$ cat src/rtl/ssc_pkg.sv
// constants and types for the system clock source selector
// Notes on behaviour
// - select code 11 drives system clock straight from the direct clock input
// - select code 10 with bypass 1 divides the oscillator clock in the prescaler
// - prescaler source is crystal or internal clock; factor is divider field plus one
// - factor one passes the oscillator clock through with its own duty cycle
// - prescaler reaches a largest factor of 1024
// - prescaler on crystal with factor one behaves like direct drive
// - select code 10 with bypass 0 enables the loop and uses its output
// - select code 00 takes the wakeup clock undivided
package ssc_pkg;
    localparam logic [1:0] SSC_SEL_WAKEUP   = 2'h0;
    localparam logic [1:0] SSC_SEL_RESERVED = 2'h1;
    localparam logic [1:0] SSC_SEL_LOOP     = 2'h2;
    localparam logic [1:0] SSC_SEL_DIRECT   = 2'h3;
    localparam int         SSC_DIV_W        = 10;
    localparam int         SSC_MAX_FACTOR   = 1024;
    localparam logic [1:0] SSC_RST_SEL      = SSC_SEL_WAKEUP;
    localparam logic [SSC_DIV_W-1:0] SSC_RST_DIV = 10'h000;
    localparam int         SSC_NSRC         = 5;
    localparam int         SSC_SRC_WAKEUP   = 0;
    localparam int         SSC_SRC_DIRECT   = 1;
    localparam int         SSC_SRC_CRYSTAL  = 2;
    localparam int         SSC_SRC_INTERNAL = 3;
    localparam int         SSC_SRC_LOOP     = 4;

    typedef enum logic [1:0] {
        SSC_RUN   = 2'b00,
        SSC_PARK  = 2'b01,
        SSC_ALIGN = 2'b10
    } ssc_state_e;

    typedef struct packed {
        logic [SSC_NSRC-1:0]  sync1;
        logic [SSC_NSRC-1:0]  sync2;
        logic                 src_prev;
        logic [1:0]           sel;
        logic                 bypass;
        logic                 use_internal;
        logic [SSC_DIV_W-1:0] div;
        logic [SSC_DIV_W-1:0] cnt;
        logic                 clk_out;
        logic                 loop_en;
        logic                 busy;
        ssc_state_e           state;
    } ssc_state_s;
endpackage

$ cat src/rtl/ssc_clock_select.sv
// system clock source selector with output prescaler and glitch-free switching
`timescale 1ns/100ps
module ssc_clock_select (
    input  wire logic                           i_ref_clk,
    input  wire logic                           i_rst,
    input  wire logic                           i_direct_clock_input,
    input  wire logic                           i_crystal_input,
    input  wire logic                           i_internal_clock,
    input  wire logic                           i_wakeup_clock,
    input  wire logic                           i_loop_clock,
    input  wire logic [1:0]                     i_clock_source_select,
    input  wire logic                           i_vco_bypass_setting,
    input  wire logic                           i_prescaler_use_internal,
    input  wire logic [ssc_pkg::SSC_DIV_W-1:0]  i_prescaler_divider_field,
    output logic                                o_sys_clk,
    output logic                                o_loop_enable,
    output logic                                o_switch_busy
);
    import ssc_pkg::*;

    // elaboration-time guards: the counter must reach exactly the largest factor, and the loop source index must fit the synchroniser
    if (SSC_MAX_FACTOR != (1 << SSC_DIV_W)) begin
        $error("divider width cannot reach the largest factor");
    end
    if (SSC_SRC_LOOP >= SSC_NSRC) begin
        $error("source index outside the synchroniser");
    end

    ssc_state_s s_r;
    ssc_state_s s_nxt;

    // level of the clock that feeds the prescaler
    function automatic logic pick_prescale_src(input logic [SSC_NSRC-1:0] lv, input logic use_int);
        logic v;
        v = use_int ? lv[SSC_SRC_INTERNAL] : lv[SSC_SRC_CRYSTAL];
        return v;
    endfunction

    // picks the synchronised level of the source a configuration follows
    function automatic logic pick_src(input logic [SSC_NSRC-1:0] lv, input logic [1:0] sel,
                                      input logic byp, input logic use_int);
        logic v;
        v = 1'b0;
        case (sel)
            SSC_SEL_DIRECT: v = lv[SSC_SRC_DIRECT];
            SSC_SEL_WAKEUP: v = lv[SSC_SRC_WAKEUP];
            SSC_SEL_LOOP: begin
                if (byp) begin
                    v = pick_prescale_src(lv, use_int);
                end else begin
                    v = lv[SSC_SRC_LOOP];
                end
            end
            // reserved code gives no clock at all
            default:        v = 1'b0;
        endcase
        return v;
    endfunction

    // prescaler mode: loop select with the bypass set
    function automatic logic is_prescale(input logic [1:0] sel, input logic byp);
        return (sel == SSC_SEL_LOOP) && byp;
    endfunction

    // loop mode: loop select with the bypass clear
    function automatic logic is_loop(input logic [1:0] sel, input logic byp);
        return (sel == SSC_SEL_LOOP) && !byp;
    endfunction

    // any difference between the pins and the configuration in force
    function automatic logic cfg_differs(input ssc_state_s s, input logic [1:0] sel, input logic byp,
                                         input logic use_int, input logic [SSC_DIV_W-1:0] div);
        return (sel != s.sel) || (byp != s.bypass) || (use_int != s.use_internal) || (div != s.div);
    endfunction

    // either edge of the chosen source counts towards the factor
    function automatic logic src_edge(input logic now, input logic prev);
        return now != prev;
    endfunction

    // last source edge of one output half period
    function automatic logic half_done(input logic [SSC_DIV_W-1:0] cnt, input logic [SSC_DIV_W-1:0] div);
        return cnt == div;
    endfunction

    logic                cfg_change;
    logic                src_now;
    logic                prescale;
    logic [SSC_NSRC-1:0] pin_levels;

    always_comb begin
        s_nxt = s_r;
        // source pins are asynchronous to the reference clock
        pin_levels  = {i_loop_clock, i_internal_clock, i_crystal_input, i_direct_clock_input, i_wakeup_clock};
        s_nxt.sync1 = pin_levels;
        s_nxt.sync2 = s_r.sync1;
        src_now     = pick_src(s_r.sync2, s_r.sel, s_r.bypass, s_r.use_internal);
        prescale    = is_prescale(s_r.sel, s_r.bypass);
        cfg_change  = cfg_differs(s_r, i_clock_source_select, i_vco_bypass_setting,
                                  i_prescaler_use_internal, i_prescaler_divider_field);
        s_nxt.src_prev = src_now;
        s_nxt.loop_en  = is_loop(s_r.sel, s_r.bypass);
        case (s_r.state)
            SSC_RUN: begin
                if (prescale) begin
                    // toggling every factor edges gives factor periods, 50 percent duty
                    if (src_edge(src_now, s_r.src_prev)) begin
                        if (half_done(s_r.cnt, s_r.div)) begin
                            s_nxt.cnt     = '0;
                            s_nxt.clk_out = ~s_r.clk_out;
                        end else begin
                            s_nxt.cnt = s_r.cnt + 1'b1;
                        end
                    end
                    // factor one follows the source level, duty included
                    if (s_r.div == '0) begin
                        s_nxt.clk_out = src_now;
                    end
                end else begin
                    s_nxt.clk_out = src_now;
                end
                if (cfg_change) begin
                    s_nxt.state = SSC_PARK;
                    s_nxt.busy  = 1'b1;
                end
            end
            SSC_PARK: begin
                // finish the present high phase so no runt pulse appears
                if (prescale && s_r.div != '0) begin
                    if (src_edge(src_now, s_r.src_prev) && s_r.clk_out) begin
                        if (half_done(s_r.cnt, s_r.div)) begin
                            s_nxt.cnt     = '0;
                            s_nxt.clk_out = 1'b0;
                        end else begin
                            s_nxt.cnt = s_r.cnt + 1'b1;
                        end
                    end
                end else if (!src_now) begin
                    s_nxt.clk_out = 1'b0;
                end
                if (!s_r.clk_out) begin
                    s_nxt.clk_out      = 1'b0;
                    s_nxt.sel          = i_clock_source_select;
                    s_nxt.bypass       = i_vco_bypass_setting;
                    s_nxt.use_internal = i_prescaler_use_internal;
                    s_nxt.div          = i_prescaler_divider_field;
                    s_nxt.cnt          = '0;
                    s_nxt.state        = SSC_ALIGN;
                end
            end
            SSC_ALIGN: begin
                // start the new clock only from a low phase of its source
                s_nxt.clk_out = 1'b0;
                s_nxt.cnt     = '0;
                // a late change is taken first, so busy never drops on a stale setting
                if (cfg_change) begin
                    s_nxt.state = SSC_PARK;
                end else if (!src_now && s_r.sel != SSC_SEL_RESERVED) begin
                    s_nxt.state = SSC_RUN;
                    s_nxt.busy  = 1'b0;
                end
            end
            default: begin
                s_nxt.state = SSC_PARK;
                s_nxt.busy  = 1'b1;
            end
        endcase
        if (i_rst) begin
            s_nxt              = '0;
            // synchroniser keeps tracking the pins, so the first low seen after reset is real
            s_nxt.sync1        = pin_levels;
            s_nxt.sync2        = s_r.sync1;
            s_nxt.sel          = SSC_RST_SEL;
            s_nxt.div          = SSC_RST_DIV;
            s_nxt.state        = SSC_ALIGN;
            s_nxt.busy         = 1'b1;
        end
    end

    always_ff @(posedge i_ref_clk) begin
        s_r <= s_nxt;
    end

    assign o_sys_clk     = s_r.clk_out;
    assign o_loop_enable = s_r.loop_en;
    assign o_switch_busy = s_r.busy;
endmodule

$ cat config.mk
export PLATFORM = sky130hd
export DESIGN_NAME = ssc_clock_select
export DESIGN_NICKNAME = d
export VERILOG_FILES = /design/src/rtl/ssc_pkg.sv /design/src/rtl/ssc_clock_select.sv
export SDC_FILE = /design/constraint.sdc
export NUM_CORES = 1
export LEC_CHECK = 0
export BUFFER_PORTS_ARGS = -buffer_cell sky130_fd_sc_hd__clkbuf_2
export CORE_ASPECT_RATIO = 0.6
export CORE_MARGIN = 3
export CORE_UTILIZATION = 45
export CTS_BUF_LIST = sky130_fd_sc_hd__clkbuf_4
export DETAILED_ROUTE_END_ITERATION = 16
export PLACE_DENSITY_LB_ADDON = 0.08
export SLEW_MARGIN = 20
export SYNTH_ARGS = -nofsm -noshare
export SYNTH_HDL_FRONTEND = slang
export SYNTH_SLANG_ARGS = --single-unit
$ cat constraint.sdc
create_clock -name i_ref_clk -period 2.2 [get_ports i_ref_clk]
set_input_delay 0.22 -clock i_ref_clk [delete_from_list [all_inputs] [get_ports i_ref_clk]]
set_output_delay 0.22 -clock i_ref_clk [all_outputs]
set_load 0.03 [all_outputs]
==> metrics.md <==
| Metric | Value |
|---|---|
| ANT nets after route | `0` |
| Minimum clock period after layout | `1.94 ns` |
| Adder-Cell Fraction of Synth Area | `3.10%` |
| Post-synthesis mux area share | `1.98%` |
| Compound-Gate Fraction of Synth Area | `17.7%` |
| Vias in the first global route | `1439` |
| Worst path slowest cell | `o41a_1` |
| CP arrival | `2.19 ns` |
| Die H | `57.9 µm` |
| Slowest stage delay, CP | `0.48 ns` |
| Clock skew | `0.00895 ns` |
| Post-Route WL | `4290 µm` |
| Top post-synthesis cells by area | `dfxtp_1 (40%), xnor2_1 (10%), nand2_1 (6.3%)` |
| DRT Pass-1 Iters | `4` |
| Hpwl dp | `3180 µm` |
| XOR/XNOR Fraction of Synth Area | `14.3%` |
| PwrDens | `718 mW/mm²` |
| Mapped Cells | `221` |
| Yosys cell types | `42` |
| Simple-Gate Fraction of Synth Area | `19.3%` |
| Footprint of the multi-input gates | `0.00114 mm²` |
| Gpl congestion | `0.809` |
| Crit-path max FO | `5` |
| CP Class | `flop to flop` |
| Final std cells w/o fill | `318` |
| Number of max-cap violations | `0` |
| # rows | `18` |
| CTS tree | `built` |
| Clk_lat worst skew | `0.35 ns` |
| Pleak | `0.897 nW` |
| Worst path required time | `2.45 ns` |
| Final Slew Violations | `0` |
| Top cell type's share of synthesized area | `39.7%` |
| Final period util | `88.3%` |
| FILL cells | `399` |
| Initial Utilization | `47.9%` |
| Status | `finished clean` |
| Port buffer count | `23` |
| Area delta synth->final | `16.7%` |
| Final routed wire length divided by cell count | `13.5 µm` |
| Hold Path Class | `input pin to flop` |
| Crit end category | `flop` |
| Cell taking the most area after synthesis | `dfxtp_1` |
| Post-synth top flop | `dfxtp_1` |
| Reg2reg path depth | `6` |
| Die W | `92.5 µm` |
| Largest net degree at the start of global routing | `21` |
| Buffers & Inverters on Critical Path | `0` |
| GRT Util Overall | `17.1%` |
| Largest family of logic cells by synthesized area | `simple AND/OR/NAND/NOR gates` |
| Max clock buf depth | `2` |
| Grt total ovfl | `0` |
| Inserted Diodes | `0` |
| H-tree levels | `2` |
| Number of synthesized flops with an enable pin | `0` |
| DP Worst Slack | `0.153 ns` |
| Layout Nets | `283` |
| Root buf cell | `clkbuf_4` |
| Hold Slack | `0.0955 ns` |
| Hold Vio Cnt, Final | `0` |
| Crit path launch type | `flop` |
| Sequential cell area fraction in the yosys report | `39.7%` |
| Post-CTS Setup Bufs | `0` |
| Total CTS buffers | `5` |
| Global-route wire length before repair | `7150 µm` |
| DRC viols | `0` |
| Post-synthesis average cell area | `9.13 µm²` |
| Hold Path Depth | `3` |
| DR vias | `1601` |
| FFs w/ async S/R, synth | `0%` |
| Worst-Margin Slew | `0.530 ns` |
| Final Power | `1.69 mW` |
| CP top delay family | `compound AO/OA/AOI/OAI gates` |
| Drt initial violations | `74` |
| Seq cells post-synth | `40` |
| Core Footprint | `0.00421 mm²` |
| Initial antenna violation count | `0` |
| Endpoints failing setup | `0` |
| Crit path cell chain | `xor2_1 > nor4_1 > nand4_1 > o41a_1 > a221oi_2 > nor3_2` |
| RSZ-0062 raised after global routing | `no` |
| YS warnings | `0` |
| Sink Count | `40` |
| # IOs | `24` |
| Via density | `5.03` |
| Most frequent cells in the layout | `dfxtp_1 (40), nand2_1 (34), xnor2_1 (24)` |
| Die area | `0.00535 mm²` |
| Fmax | `515 MHz` |
| Share of layout cells above drive strength 1 | `21.7%` |
| Syn nets | `247` |
| Post-Syn Area | `0.00202 mm²` |
| Slew headroom | `64.6%` |
| Setup TNS | `0 ns` |
| Crit. path cell count | `6` |
| Maximum VDD drop | `0.000370 V` |
| Final worst slack | `0.257 ns` |
| Sequential cell area | `801 µm²` |
| Commonest non-fill, non-tap cell in the layout | `dfxtp_1` |
| Clock transition at path regs | `0.13 ns` |
| DP Cell Count | `305` |
[path summary, 6_finish.rpt]
| check | from | end | slack, ns |
|---|---|---|---|
| max | s_r[7] | o_sys_clk | 0.26 |
| min | i_prescaler_divider_field[1] | s_r[16] | 0.1 |
| max reg2reg | s_r[7] | o_sys_clk | 0.26 |
| min reg2reg | s_r[36] | s_r[31] | 0.34 |
[through the flow]
stage / util (%) / area, µm²
floorplan: - / 2020
global placement: 52.7 / 2220
detailed placement: 52.7 / 2220
CTS: 55.8 / 2350
global route: 55.9 / 2350
finish: 55.9 / 2350
[tightest hold or removal path, stage by stage]
cell and delay (ns):
clkbuf_2 0.09, nand2_1 0.05, a21oi_1 0.05
[routing by layer]
layer | track usage (%) | wire length, µm | vias to the layer above
met2 | 20.4 | 1630 | 38
met1 | 27.9 | 2440 | 724
li1 | - | - | 839
met3 | 4.67 | 214 | 0
met5 | 0 | 0 | -
met4 | 5.92 | 0 | 0
[synthesized netlist by cell type, types with 3 or more instances]
master     number
nand4_1         7
ha_1            5
nor4_1          5
nor2_1         13
a2111oi_2       3
a21oi_1        16
clkbuf_1        4
nor2b_1         3
xor2_1          9
mux2i_1         4
xnor2_1        24
dfxtp_1        40
inv_1           8
a211oi_1        5
nor2_2          5
o21a_1          3
buf_6           3
nand2_1        34
[cell type report]
type | instances | area share, %
repair buffers | 36 | 9.56
inverters | 8 | 1.28
well taps | 60 | 3.19
flip-flops and latches | 40 | 34.0
multi-input cells | 166 | 48.6
clock buffers | 5 | 1.59
clock inverters | 3 | 1.81
[power breakdown]
group,internal (mW),switching (mW),leakage [nW]
clock,0.237,0.255,0.0412
sequential,0.768,0.0517,0.329
combinational,0.166,0.211,0.527
total,1.17,0.518,0.897
[registers in the layout (all words and copies together), names as in the netlist]
register / count
o_sys_clk: 1
o_loop_enable: 1
s_r: 37
o_switch_busy: 1
[timing repair]
item | 4_1_cts | 5_1_grt
endpoints found under the hold margin | 5 | 0
setup endpoints to repair | 0 | 8
hold buffers | 5 | 0
resized for setup | 0 | 2
[cells by family after synthesis]
| logic type | Yosys count |
|---|---|
| simple gates | 79 |
| mux | 4 |
| compound gates | 45 |
| xor+xnor | 33 |
| fa+ha+maj | 5 |
| buf+inv | 15 |
| flops | 40 |
Note: power is estimated with default switching activity, not from simulation.
